`src/hdl/eid_pkg.sv`:
```
// Constants for the external request detector: register indices,
// field positions, reset values and bus widths.
// Assumes a word-addressed Avalon-MM bus with 32-bit data.
package eid_pkg;

    // ------------------------------------------------------------
    // Bus widths
    // ------------------------------------------------------------
    localparam int unsigned ADDR_W = 32;
    localparam int unsigned DATA_W = 32;
    localparam int unsigned REG_W = 16;
    localparam int unsigned NPIN = 3;

    // ------------------------------------------------------------
    // Register indices (word address on the bus)
    // ------------------------------------------------------------
    localparam logic [ADDR_W-1:0] IDX_SENSE_CTRL = 32'hFFFF_8358;
    localparam logic [ADDR_W-1:0] IDX_STATUS = 32'hFFFF_835A;
    localparam logic [ADDR_W-1:0] IDX_EDGE_CTRL = 32'hFFFF_8366;
    localparam logic [ADDR_W-1:0] IDX_PB_UPPER = 32'hFFFF_8398;
    localparam logic [ADDR_W-1:0] IDX_PB_LOWER = 32'hFFFF_839A;
    localparam logic [ADDR_W-1:0] IDX_IRQ_MASK = 32'hFFFF_8370;

    // ------------------------------------------------------------
    // Field positions
    // ------------------------------------------------------------
    // Sense select and status flag share positions: pin0..2 -> 7,6,5
    localparam int unsigned POS_PIN0 = 7;
    localparam int unsigned POS_PIN1 = 6;
    localparam int unsigned POS_PIN2 = 5;
    // Edge select fields, two bits each, low bit position
    localparam int unsigned POS_ES_PIN0 = 14;
    localparam int unsigned POS_ES_PIN1 = 12;
    localparam int unsigned POS_ES_PIN2 = 10;
    // Port B mode bit 2 in the upper register
    localparam int unsigned POS_PB2_MD2 = 10;
    localparam int unsigned POS_PB3_MD2 = 11;
    localparam int unsigned POS_PB4_MD2 = 12;
    // Port B mode bits 1:0 in the lower register, low bit position
    localparam int unsigned POS_PB2_MD0 = 4;
    localparam int unsigned POS_PB3_MD0 = 6;
    localparam int unsigned POS_PB4_MD0 = 8;

    // ------------------------------------------------------------
    // Encodings and reset values
    // ------------------------------------------------------------
    localparam logic [1:0] ES_FALL = 2'h0;
    localparam logic [1:0] ES_RISE = 2'h1;
    localparam logic [2:0] PB_MODE_REQ = 3'h1;
    localparam logic [REG_W-1:0] RST_REG = 16'h0000;
    localparam logic [REG_W-1:0] MASK_FLAGS = 16'h00E0;
    localparam logic [DATA_W-1:0] RD_ZERO = 32'h0000_0000;
    localparam logic [NPIN-1:0] REQ_IDLE = 3'h7;
    localparam logic [NPIN-1:0] REQ_NONE = 3'h0;
    localparam logic LINE_IDLE = 1'b1;
    localparam logic WAIT_IDLE = 1'b1;
    localparam logic IRQ_IDLE = 1'b0;
    localparam int unsigned LANE_W = 8;

endpackage : eid_pkg

```
`src/hdl/eid_detect.sv`:
```
// External request detection for three request inputs with an
// Avalon-MM register slave and one level interrupt output.
// Assumes port B pins synchronous to sys_clk; one clock, async reset.
// Software clears flags by writing ones; the mask gates irq only.
//
// Our own choice: the Avalon-MM slave port.
`timescale 1ns/10ps
`default_nettype none

// What this block does
// - Sense bit 0: low level raises request
// - Sense bit 1: detect on signal edge
// - Edge direction from two-bit edge field
// - Edge field 00 selects falling edge
// - Edge field 01 selects rising edge
// - Pin2 field bits 10-11, pin1 12-13
// - Detected edge sets pin status flag
// - Port B mode 001 routes pin to request
module eid_detect (
    input wire logic sys_clk,
    input wire logic rst,
    input wire logic [eid_pkg::ADDR_W-1:0] avs_address,
    input wire logic avs_read,
    input wire logic avs_write,
    input wire logic [eid_pkg::DATA_W-1:0] avs_writedata,
    input wire logic [3:0] avs_byteenable,
    output logic [eid_pkg::DATA_W-1:0] avs_readdata,
    output logic avs_waitrequest,
    input wire logic [2:0] portb_pin_in,
    output logic [2:0] ext_request_q,
    output logic irq
);
    import eid_pkg::*;

    // ------------------------------------------------------------
    // Notes for users
    // ------------------------------------------------------------
    // Pins must already be synchronous to sys_clk; a raw line needs
    // a synchroniser in front, which would add two cycles of delay.
    // A pulse shorter than one clock period may go unseen.
    // Level sense keeps setting its flag while the input stays low,
    // so a clear written then does not stick.
    // Edge field values 10 and 11 watch both edges.
    // Routing a pin that is already low, with falling edges selected,
    // counts as an edge: the parked input was high the cycle before.
    // Mask bits gate the interrupt output only; flags set regardless.
    // The bus answers every access after exactly one wait cycle.

    // ------------------------------------------------------------
    // Helpers
    // ------------------------------------------------------------
    // Byte-lane merge of a 16-bit register with write data
    function automatic logic [REG_W-1:0] merge16(
        input logic [REG_W-1:0] old_v,
        input logic [DATA_W-1:0] wdata,
        input logic [3:0] be
    );
        logic [REG_W-1:0] res;
        res = old_v;
        if (be[0]) begin
            res[LANE_W-1:0] = wdata[LANE_W-1:0];
        end
        if (be[1]) begin
            res[REG_W-1:LANE_W] = wdata[REG_W-1:LANE_W];
        end
        return res;
    endfunction : merge16

    // Edge match for one request input
    function automatic logic edge_hit(
        input logic [1:0] sel,
        input logic prev_v,
        input logic now_v
    );
        logic fall;
        logic rise;
        fall = prev_v & ~now_v;
        rise = ~prev_v & now_v;
        // Codes 10 and 11 are spare; both edges keeps them useful
        case (sel)
            ES_FALL: edge_hit = fall;
            ES_RISE: edge_hit = rise;
            default: edge_hit = fall | rise;
        endcase
    endfunction : edge_hit

    // Port B routing for one pin: only mode 001 hands the pin to the
    // detector, anything else parks the input at its idle high level
    function automatic logic pb_route(
        input logic [2:0] mode_v,
        input logic pin_v
    );
        if (mode_v == PB_MODE_REQ) begin
            pb_route = pin_v;
        end else begin
            pb_route = LINE_IDLE;
        end
    endfunction : pb_route

    // Place the three per-input events at their flag positions
    function automatic logic [REG_W-1:0] flag_vec(
        input logic [2:0] ev
    );
        logic [REG_W-1:0] res;
        res = RST_REG;
        res[POS_PIN0] = ev[0];
        res[POS_PIN1] = ev[1];
        res[POS_PIN2] = ev[2];
        return res;
    endfunction : flag_vec

    // Pick the three per-input bits out of a 16-bit register
    function automatic logic [2:0] pin_bits(
        input logic [REG_W-1:0] reg_v
    );
        pin_bits = {reg_v[POS_PIN2], reg_v[POS_PIN1], reg_v[POS_PIN0]};
    endfunction : pin_bits

    // ------------------------------------------------------------
    // Registers
    // ------------------------------------------------------------
    logic [REG_W-1:0] sense_ctrl_q;
    logic [REG_W-1:0] edge_ctrl_q;
    logic [REG_W-1:0] pb_upper_q;
    logic [REG_W-1:0] pb_lower_q;
    logic [REG_W-1:0] status_q;
    logic [REG_W-1:0] status_d;
    logic [REG_W-1:0] mask_q;
    logic [2:0] req_prev_q;
    logic [DATA_W-1:0] rdata_q;
    logic wait_q;
    logic irq_q;

    // ------------------------------------------------------------
    // Bus decode
    // ------------------------------------------------------------
    // Register map, word addressed, 16-bit registers in the low half:
    //   sense control   bits 7,6,5 for inputs 0,1,2; 0 low, 1 edge
    //   status          bits 7,6,5, sticky, write one to clear
    //   edge control    bits 15:14, 13:12, 11:10 for inputs 0,1,2
    //   port B upper    bits 10,11,12: mode bit 2 of pins 2,3,4
    //   port B lower    bits 5:4, 7:6, 9:8: mode bits 1:0 of pins 2,3,4
    //   mask            bits 7,6,5, same layout as status
    // Unmapped words read zero and ignore writes.
    // A write commits on the cycle the master sees waitrequest low
    wire logic bus_req = avs_read | avs_write;
    wire logic commit = avs_write & ~wait_q;
    wire logic sel_sense = avs_address == IDX_SENSE_CTRL;
    wire logic sel_status = avs_address == IDX_STATUS;
    wire logic sel_edge = avs_address == IDX_EDGE_CTRL;
    wire logic sel_pbu = avs_address == IDX_PB_UPPER;
    wire logic sel_pbl = avs_address == IDX_PB_LOWER;
    wire logic sel_mask = avs_address == IDX_IRQ_MASK;

    // One strobe per register keeps each always_ff short
    wire logic wr_sense = commit & sel_sense;
    wire logic wr_status = commit & sel_status;
    wire logic wr_edge = commit & sel_edge;
    wire logic wr_pbu = commit & sel_pbu;
    wire logic wr_pbl = commit & sel_pbl;
    wire logic wr_mask = commit & sel_mask;
    wire logic rd_take = avs_read & wait_q;

    // Read mux; unmapped addresses read as zero
    wire logic [REG_W-1:0] rd_mux =
        sel_sense ? sense_ctrl_q :
        sel_status ? status_q :
        sel_edge ? edge_ctrl_q :
        sel_pbu ? pb_upper_q :
        sel_pbl ? pb_lower_q :
        sel_mask ? mask_q : RST_REG;

    // ------------------------------------------------------------
    // Pin routing and detection
    // ------------------------------------------------------------
    // Port B mode fields, bit 2 in upper, bits 1:0 in lower register
    wire logic [2:0] mode_pb2 = {pb_upper_q[POS_PB2_MD2], pb_lower_q[POS_PB2_MD0 +: 2]};
    wire logic [2:0] mode_pb3 = {pb_upper_q[POS_PB3_MD2], pb_lower_q[POS_PB3_MD0 +: 2]};
    wire logic [2:0] mode_pb4 = {pb_upper_q[POS_PB4_MD2], pb_lower_q[POS_PB4_MD0 +: 2]};

    // Unrouted inputs idle high so they never look low; unrouting a low pin shows one rising edge
    wire logic [2:0] req_in = {
        pb_route(mode_pb4, portb_pin_in[2]),
        pb_route(mode_pb3, portb_pin_in[1]),
        pb_route(mode_pb2, portb_pin_in[0])
    };

    // Sense select per input: 0 low level, 1 edge
    wire logic [2:0] sense_edge = pin_bits(sense_ctrl_q);
    wire logic [1:0] es_pin0 = edge_ctrl_q[POS_ES_PIN0 +: 2];
    wire logic [1:0] es_pin1 = edge_ctrl_q[POS_ES_PIN1 +: 2];
    wire logic [1:0] es_pin2 = edge_ctrl_q[POS_ES_PIN2 +: 2];

    // Edge events, each against its own input's previous value
    wire logic [2:0] edge_ev = {
        edge_hit(es_pin2, req_prev_q[2], req_in[2]),
        edge_hit(es_pin1, req_prev_q[1], req_in[1]),
        edge_hit(es_pin0, req_prev_q[0], req_in[0])
    };

    // Per-input request: level mode while low, else on edge
    wire logic [2:0] req_ev = (~sense_edge & ~req_in)
                            | (sense_edge & edge_ev);

    // Every event, edge or level, lands on its input's flag
    wire logic [REG_W-1:0] set_vec = flag_vec(req_ev);

    // ------------------------------------------------------------
    // Status flags
    // ------------------------------------------------------------
    // Write-one-to-clear; a same-cycle event wins over the clear
    always_comb begin
        status_d = status_q;
        if (wr_status) begin
            status_d = status_q & ~(merge16(RST_REG, avs_writedata, avs_byteenable)
                                    & MASK_FLAGS);
        end
        status_d = status_d | set_vec;
    end

    // ------------------------------------------------------------
    // Sequential state
    // ------------------------------------------------------------
    // Sense select bits; a new mode applies from the next edge
    always_ff @(posedge sys_clk or posedge rst) begin
        if (rst) begin
            sense_ctrl_q <= RST_REG;
        end else if (wr_sense) begin
            sense_ctrl_q <= merge16(sense_ctrl_q, avs_writedata, avs_byteenable);
        end
    end

    // Edge direction fields of all three inputs
    always_ff @(posedge sys_clk or posedge rst) begin
        if (rst) begin
            edge_ctrl_q <= RST_REG;
        end else if (wr_edge) begin
            edge_ctrl_q <= merge16(edge_ctrl_q, avs_writedata, avs_byteenable);
        end
    end

    // Port B mode bit 2 of pins 2, 3 and 4
    always_ff @(posedge sys_clk or posedge rst) begin
        if (rst) begin
            pb_upper_q <= RST_REG;
        end else if (wr_pbu) begin
            pb_upper_q <= merge16(pb_upper_q, avs_writedata, avs_byteenable);
        end
    end

    // Port B mode bits 1:0 of pins 2, 3 and 4
    always_ff @(posedge sys_clk or posedge rst) begin
        if (rst) begin
            pb_lower_q <= RST_REG;
        end else if (wr_pbl) begin
            pb_lower_q <= merge16(pb_lower_q, avs_writedata, avs_byteenable);
        end
    end

    // Mask keeps the flag bits only, so reserved bits read zero
    always_ff @(posedge sys_clk or posedge rst) begin
        if (rst) begin
            mask_q <= RST_REG;
        end else if (wr_mask) begin
            mask_q <= merge16(mask_q, avs_writedata, avs_byteenable) & MASK_FLAGS;
        end
    end

    // ------------------------------------------------------------
    // Detector state and outputs
    // ------------------------------------------------------------
    // Previous input values; idle high so reset shows no edge
    always_ff @(posedge sys_clk or posedge rst) begin
        if (rst) begin
            req_prev_q <= REQ_IDLE;
        end else begin
            req_prev_q <= req_in;
        end
    end

    // Sticky flags, next value from the clear and set logic above
    always_ff @(posedge sys_clk or posedge rst) begin
        if (rst) begin
            status_q <= RST_REG;
        end else begin
            status_q <= status_d;
        end
    end

    // Requests follow the events one edge later
    always_ff @(posedge sys_clk or posedge rst) begin
        if (rst) begin
            ext_request_q <= REQ_NONE;
        end else begin
            ext_request_q <= req_ev;
        end
    end

    // Interrupt from the next status, so it rises with the flag
    always_ff @(posedge sys_clk or posedge rst) begin
        if (rst) begin
            irq_q <= IRQ_IDLE;
        end else begin
            irq_q <= |(status_d & mask_q);
        end
    end

    // ------------------------------------------------------------
    // Bus handshake
    // ------------------------------------------------------------
    // One wait cycle, then a one-cycle answer; the master may hold
    // its next request at once, as the answer edge raises the wait
    always_ff @(posedge sys_clk or posedge rst) begin
        if (rst) begin
            wait_q <= WAIT_IDLE;
        end else begin
            wait_q <= ~(bus_req & wait_q);
        end
    end

    // Read data captured when the request is taken and held until
    // the next read, so it stands at the answer edge
    always_ff @(posedge sys_clk or posedge rst) begin
        if (rst) begin
            rdata_q <= RD_ZERO;
        end else if (rd_take) begin
            rdata_q <= {{(DATA_W-REG_W){1'b0}}, rd_mux};
        end
    end

    // Outputs straight from flip-flops
    assign avs_waitrequest = wait_q;
    assign avs_readdata = rdata_q;
    assign irq = irq_q;

endmodule : eid_detect

`default_nettype wire

```
`config.mk`:
```
export PLATFORM = sky130hd
export DESIGN_NAME = eid_detect
export DESIGN_NICKNAME = d
export VERILOG_FILES = /design/src/hdl/eid_pkg.sv /design/src/hdl/eid_detect.sv
export SDC_FILE = /design/constraint.sdc
export NUM_CORES = 1
export LEC_CHECK = 0
export ABC_CLOCK_PERIOD_IN_PS = 2800
export BUFFER_PORTS_ARGS = -buffer_cell sky130_fd_sc_hd__buf_2
export CAP_MARGIN = 5
export CORE_ASPECT_RATIO = 2
export CORE_MARGIN = 3
export CORE_UTILIZATION = 35
export DETAILED_ROUTE_END_ITERATION = 8
export GPL_TIMING_DRIVEN = 0
export PLACE_DENSITY_LB_ADDON = 0.3
export SKIP_CTS_REPAIR_TIMING = 1
export SYNTH_ARGS = -nofsm -noshare
export SYNTH_HDL_FRONTEND = slang
export SYNTH_SLANG_ARGS = --single-unit
```
`constraint.sdc`:
```
create_clock -name sys_clk -period 2.8 [get_ports sys_clk]
set_input_delay 0.56 -clock sys_clk [delete_from_list [all_inputs] [get_ports sys_clk]]
set_output_delay 0.56 -clock sys_clk [all_outputs]
set_load 0.02 [all_outputs]
```
# Word level (Yosys, flattened, before mapping)

Cells that the tools add are included.

Flip-flop bits (word level): 107
Input bits: 75

Equality and inequality tests: 12
Mux-type cells: 15
Bitwise gates (word level): 36
Reductions and logical operators: 13

Operators by type and width:

| kind                                          | count |
|---|---|
| == test 32 bit, second input constant         | 6 |
| two-way mux 16 bit                            | 6 |
| two-way mux 8 bit                             | 3 |
| AND reduction 2 bit                           | 9 |
| AND 16 bit                                    | 1 |
| AND 16 x 8 -> 16 bit                          | 1 |
| inverter 8 -> 16 bit                          | 1 |
| bitwise OR 16 x 8 -> 16 bit                   | 1 |
| OR reduction 16 bit                           | 1 |
| AND 1 bit                                     | 15 |
| == test 3 x 1 -> 1 bit, second input constant | 3 |
| inverter 1 bit                                | 8 |
| AND 3 bit                                     | 2 |
| == test 2 x 1 -> 1 bit, second input constant | 3 |
| logical NOT 2 bit                             | 3 |
| inverter 3 bit                                | 2 |
| one-hot mux 1 bit (2 select lines)            | 3 |
| bitwise OR 1 bit                              | 4 |
| two-way mux 1 bit                             | 3 |
| bitwise OR 3 bit                              | 1 |

# Longest topological paths before layout

Word-level depth: 11
Depth in mapped cells: 8

# Least setup slack after synthesis

Ideal clock, no wire load.

Path type: input to register
Start: input port portb_pin_in[2]
End: register irq_q (netlist: irq)
Setup time: 0.142 ns
Arrival time: 2.342 ns
Data required time: 2.658 ns
Setup slack: 0.316 ns
Stages: 7
Path through: or4b_2 -> ha_1 -> mux2_2 -> o211ai_1 -> o21ai_0 -> o31ai_1 -> o221ai_1

Longest elaborated chain between the ends: 10

RTL lines:

| what                               | RTL line          | source |
|---|---|---|
| start: declaration                 | eid_detect.sv:29  | `input wire logic [2:0] portb_pin_in,` |
| two-way mux 1 bit (*)              | eid_detect.sv:93  | `if (mode_v == PB_MODE_REQ) begin` |
| inverter 1 bit                     | eid_detect.sv:77  | `fall = prev_v & ~now_v;` |
| AND 1 bit                          | eid_detect.sv:77  |  |
| bitwise OR 1 bit                   | eid_detect.sv:83  | `default: edge_hit = fall \| rise;` |
| one-hot mux 1 bit (2 select lines) | eid_detect.sv:80  | `case (sel)` |
| AND 3 bit                          | eid_detect.sv:203 | `\| (sense_edge & edge_ev);` |
| bitwise OR 3 bit (*)               | eid_detect.sv:203 |  |
| net req_ev[2]                      | eid_detect.sv:202 | `wire logic [2:0] req_ev = (~sense_edge & ~req_in)` |
| bitwise OR 16 x 8 -> 16 bit (*)    | eid_detect.sv:218 | `status_d = status_d \| set_vec;` |
| AND 16 x 8 -> 16 bit (*)           | eid_detect.sv:304 | `irq_q <= \|(status_d & mask_q);` |
| OR reduction 16 bit (*)            | eid_detect.sv:304 |  |
| end signal: assignment             | eid_detect.sv:304 |  |
| end: declaration                   | eid_detect.sv:132 | `logic irq_q;` |

The timed path passes the listed nets; every way through them passes the cells marked *.
A chain may end at the register's enable or synchronous reset.

# Worst setup path after layout

Start: input port avs_address[1] (netlist name)
End: register rdata_q[8] (netlist: avs_readdata[8])

Longest elaborated chain between the ends: 6

RTL lines:

| what                   | RTL line          | source |
|---|---|---|
| start: declaration     | eid_detect.sv:22  | `input wire logic [eid_pkg::ADDR_W-1:0] avs_address,` |
| == test 32 bit         | eid_detect.sv:152 | `wire logic sel_pbl = avs_address == IDX_PB_LOWER;` |
| two-way mux 16 bit     | eid_detect.sv:170 | `sel_pbl ? pb_lower_q :` |
| two-way mux 16 bit     | eid_detect.sv:169 | `sel_pbu ? pb_upper_q :` |
| two-way mux 16 bit     | eid_detect.sv:168 | `sel_edge ? edge_ctrl_q :` |
| two-way mux 16 bit     | eid_detect.sv:167 | `sel_status ? status_q :` |
| two-way mux 16 bit (*) | eid_detect.sv:166 | `sel_sense ? sense_ctrl_q :` |
| end signal: assignment | eid_detect.sv:327 | `rdata_q <= {{(DATA_W-REG_W){1'b0}}, rd_mux};` |
| end: declaration       | eid_detect.sv:130 | `logic [DATA_W-1:0] rdata_q;` |

Every way passes the cells marked *; elsewhere a longest branch is shown, timed or not.

==> impl_summary.md <==
Synthesis
Counting flops with an async set or reset pin after synthesis yields a share of 100%. Yosys printed 0 warnings. The number of enable-type register cells in the synthesized netlist is 0. The netlist area before placement is 0.00465 sq mm. The top cell type's share of synthesized area is 48.4%. The instance count of the mapped netlist is 354. The most frequently used cell type in the post-synthesis netlist is sky130_fd_sc_hd__dfrtp_1.

Sorting the synthesized cells by area gives the leading types as sky130_fd_sc_hd__dfrtp_1 48%, sky130_fd_sc_hd__mux2_2 19%, sky130_fd_sc_hd__a221o_1 2.8%. The dominant register cell in the synthesized netlist is sky130_fd_sc_hd__dfrtp_1. The number of distinct library cell variants in the gate-level netlist after synthesis is 55.

The sequential fraction of the synthesis area is 50.7%. Summed over all instances, the cell type with the most area after synthesis is sky130_fd_sc_hd__dfrtp_1. By count the netlist is led by 90 x sky130_fd_sc_hd__dfrtp_1, 80 x sky130_fd_sc_hd__mux2_2, 17 x sky130_fd_sc_hd__buf_4. The mean post-synth cell area is 13.1 sq um.

The number of storage elements in the synthesis netlist is 94.

Run
The number of max-cap violations is 0.

Worst hold path
The path category of the worst min-delay check is in -> async.

Floorplanning
From bottom edge to top edge, the die measures 169 um. The placement row count is 59. The initial core utilization is 35.8%. The floorplan die width is 87.5 um.

The number of ports placed on the die boundary is 112. The die area is 0.0148 sq mm. The area of the placeable core is 0.0130 sq mm.

Clock network
The maximum buffer depth of the clock tree is 2. The tree is rooted in a sky130_fd_sc_hd__clkbuf_16. Clock-pin slew was measured on the worst setup and hold paths at 0.06 ns. CTS saw 94 sinks. The later pin in the worst-skew pair is clocked with a latency of 0.34 ns. The number of levels in the clock H-tree is 3.

The CTS tree is built. The number of buffers inserted during clock tree synthesis is 9.

Worst setup path
The worst setup path is of the in -> reg kind. The critical path buffer and inverter count is 2. The startpoint type of the worst setup path is a primary input.

Traced cell by cell, the critical path runs through buf_2 > and3b_1 > nor3b_1 > clkbuf_1 > a22oi_1 > nor2_1 > a221o_1. STA puts the critical path data required time at 3.07 ns. The worst setup path is captured at a register. The cell family contributing the most delay on the critical path is simple AND/OR/NAND/NOR gates. The cell with the largest stage delay on the worst path is sky130_fd_sc_hd__nor3b_1. For this run, the slowest stage of the critical path takes 0.75 ns. The largest fanout of any net on the critical path is 10. Data on the critical path arrives at its endpoint at 2.93 ns.

STA
The worst slew margin relative to its limit is 40.9%. Timing would allow up to 376 MHz. The worst path uses 94.9% of the clock period.

The final hold violation count is 0. Counting I/O delays and the setup requirement, the final critical path takes 2.66 ns. Setup slack on the critical path of the routed design comes to 0.143 ns. Setup violations remaining at the end of the flow were counted as 0. Setup repair after global routing left no endpoint under its margin. At the pin with the least slew margin, the transition time is 0.884 ns. The final count of pins violating max slew was 0. The clock skew after layout is 0.00667 ns.

Global route
Global routing used 16.8% of the available tracks. After global routing the overflow that remains totals 0. The first global-routing pass estimated 18600 um of wire. The pin count of the biggest net entering global routing is 44. The via count of the first global-routing pass came to 3495. The number of antenna violations at the first check in global routing is 0.

Cells and area
The number of antenna diodes is 0. After the last flow step, the layout net total stands at 539. The fraction of layout cells with a size suffix above 1 is 47.2%. The area growth from synthesis to layout is 20.4%. The number of filler cells placed in the layout is 1249.

Detailed routing
The iteration-0 DRC count of the detailed router is 143. Using the TritonRoute via totals, the vias-per-cell ratio works out to 5.41. Once detail routing completed, the nets flagged for antenna violations numbered 0.

The total via count in the routed design is 3322. The total wire length is 11900 um. After detailed routing, the average wire length per cell comes to 19.4 um. The number of DRC violations after detailed routing is 0. For this run, the detailed router's first-pass iteration total came to 6.

Power and ir drop
The leakage power total is 2.83 nW. The post-layout total power is 0.00270 W. In this run the power density over the cells is 482 mW/mm^2. The worst ir drop on vdd is 0.285 mV.

Run status
The run finished with clean final reports.

Placed design
The congestion estimate from routability-driven global placement came to 0.902. The count of buffers added on input and output ports is 76. At the placement stage, the worst setup path has a slack of -0.234 ns. The half-perimeter wire length after placement is 9010 um.
==> final timing paths <==
path | startpoint | end | slack (ns) | depth (start not counted)
setup / recovery | avs_address[1] | avs_readdata[8] | 0.14 | 7
hold / removal | rst | avs_readdata[14] | 0.19 | 2
setup reg to reg | pb_upper_q[12] | irq | 0.18 | 7
hold reg to reg | sense_ctrl_q[9] | avs_readdata[9] | 0.49 | 1
max in group asynchronous | rst | req_prev_q[2] | 1.77 | 4
min in group sys_clk | avs_read | avs_waitrequest | 0.41 | 2
==> flip-flops by register name (all words and copies together), names as in the netlist <==
signal	flops
status_q	3
avs_readdata	16
sense_ctrl_q	16
pb_upper_q	16
mask_q	3
edge_ctrl_q	16
ext_request_q	3
irq	1
avs_waitrequest	1
pb_lower_q	16
req_prev_q	3
==> layer usage <==
metal,part of all wire (%),GRT usage (%)
met5,0,0
met4,3.4,8.22
met3,6.1,3.12
met2,56,31.4
met1,35,17.3
==> cell families after synthesis <==
| family | synth area share, % |
|---|---|
| muxes | 21.4 |
| DFF | 50.7 |
| adders and majority gates | 1.61 |
| AOI/OAI and AO/OA | 8.77 |
| other | 0.0806 |
| buffers and inverters | 4.41 |
| and+or+nand+nor | 13.1 |
==> cell type report <==
| type | instances | area (sq um) | area share [%] |
|---|---|---|---|
| Buffer | 25 | 168 | 2.99 |
| Sequential cell | 94 | 2360 | 42.1 |
| Clock buffer | 14 | 274 | 4.89 |
| Tap cell | 152 | 190 | 3.40 |
| Inverter | 10 | 41.3 | 0.737 |
| Multi-Input combinational cell | 240 | 2150 | 38.3 |
| Clock inverter | 1 | 5.00 | 0.0893 |
| Timing Repair Buffer | 78 | 420 | 7.51 |
==> power by group <==
| group | switching [W] | leakage (nW) | internal, W |
|---|---|---|---|
| Clock | 0.000480 | 0.139 | 0.000669 |
| Sequential | 0.00000186 | 1.30 | 0.00136 |
| Combinational | 0.000117 | 1.39 | 0.0000673 |
==> metrics by stage <==
step           instances  instance area (sq um)  hold WS [ns]  TNS [ns]  utilization [%]
3_3_place_gp         597                   5280         0.476     -1.91             40.7
6_report             614                   5600         0.185         0             43.1
5_1_grt              614                   5600         0.198         0             43.1
3_5_place_dp         599                   5320         0.486     -2.02             41.0
2_1_floorplan        369                   4710         0.452         0                -
4_1_cts              614                   5600         0.191         0             43.1
==> layout by cell type, fill, tap and decap left out, drive strengths merged, types with 6 or more instances in the layout <==
cell	n
ha	6
clkbuf	18
o21ai	7
a221o	13
nand2	11
nor2	16
dfrtp	90
a22oi	13
nand4	7
mux2i	6
inv	9
conb	16
nand3	8
buf	99
mux2	83
Note: power is estimated with default switching activity, not from simulation.
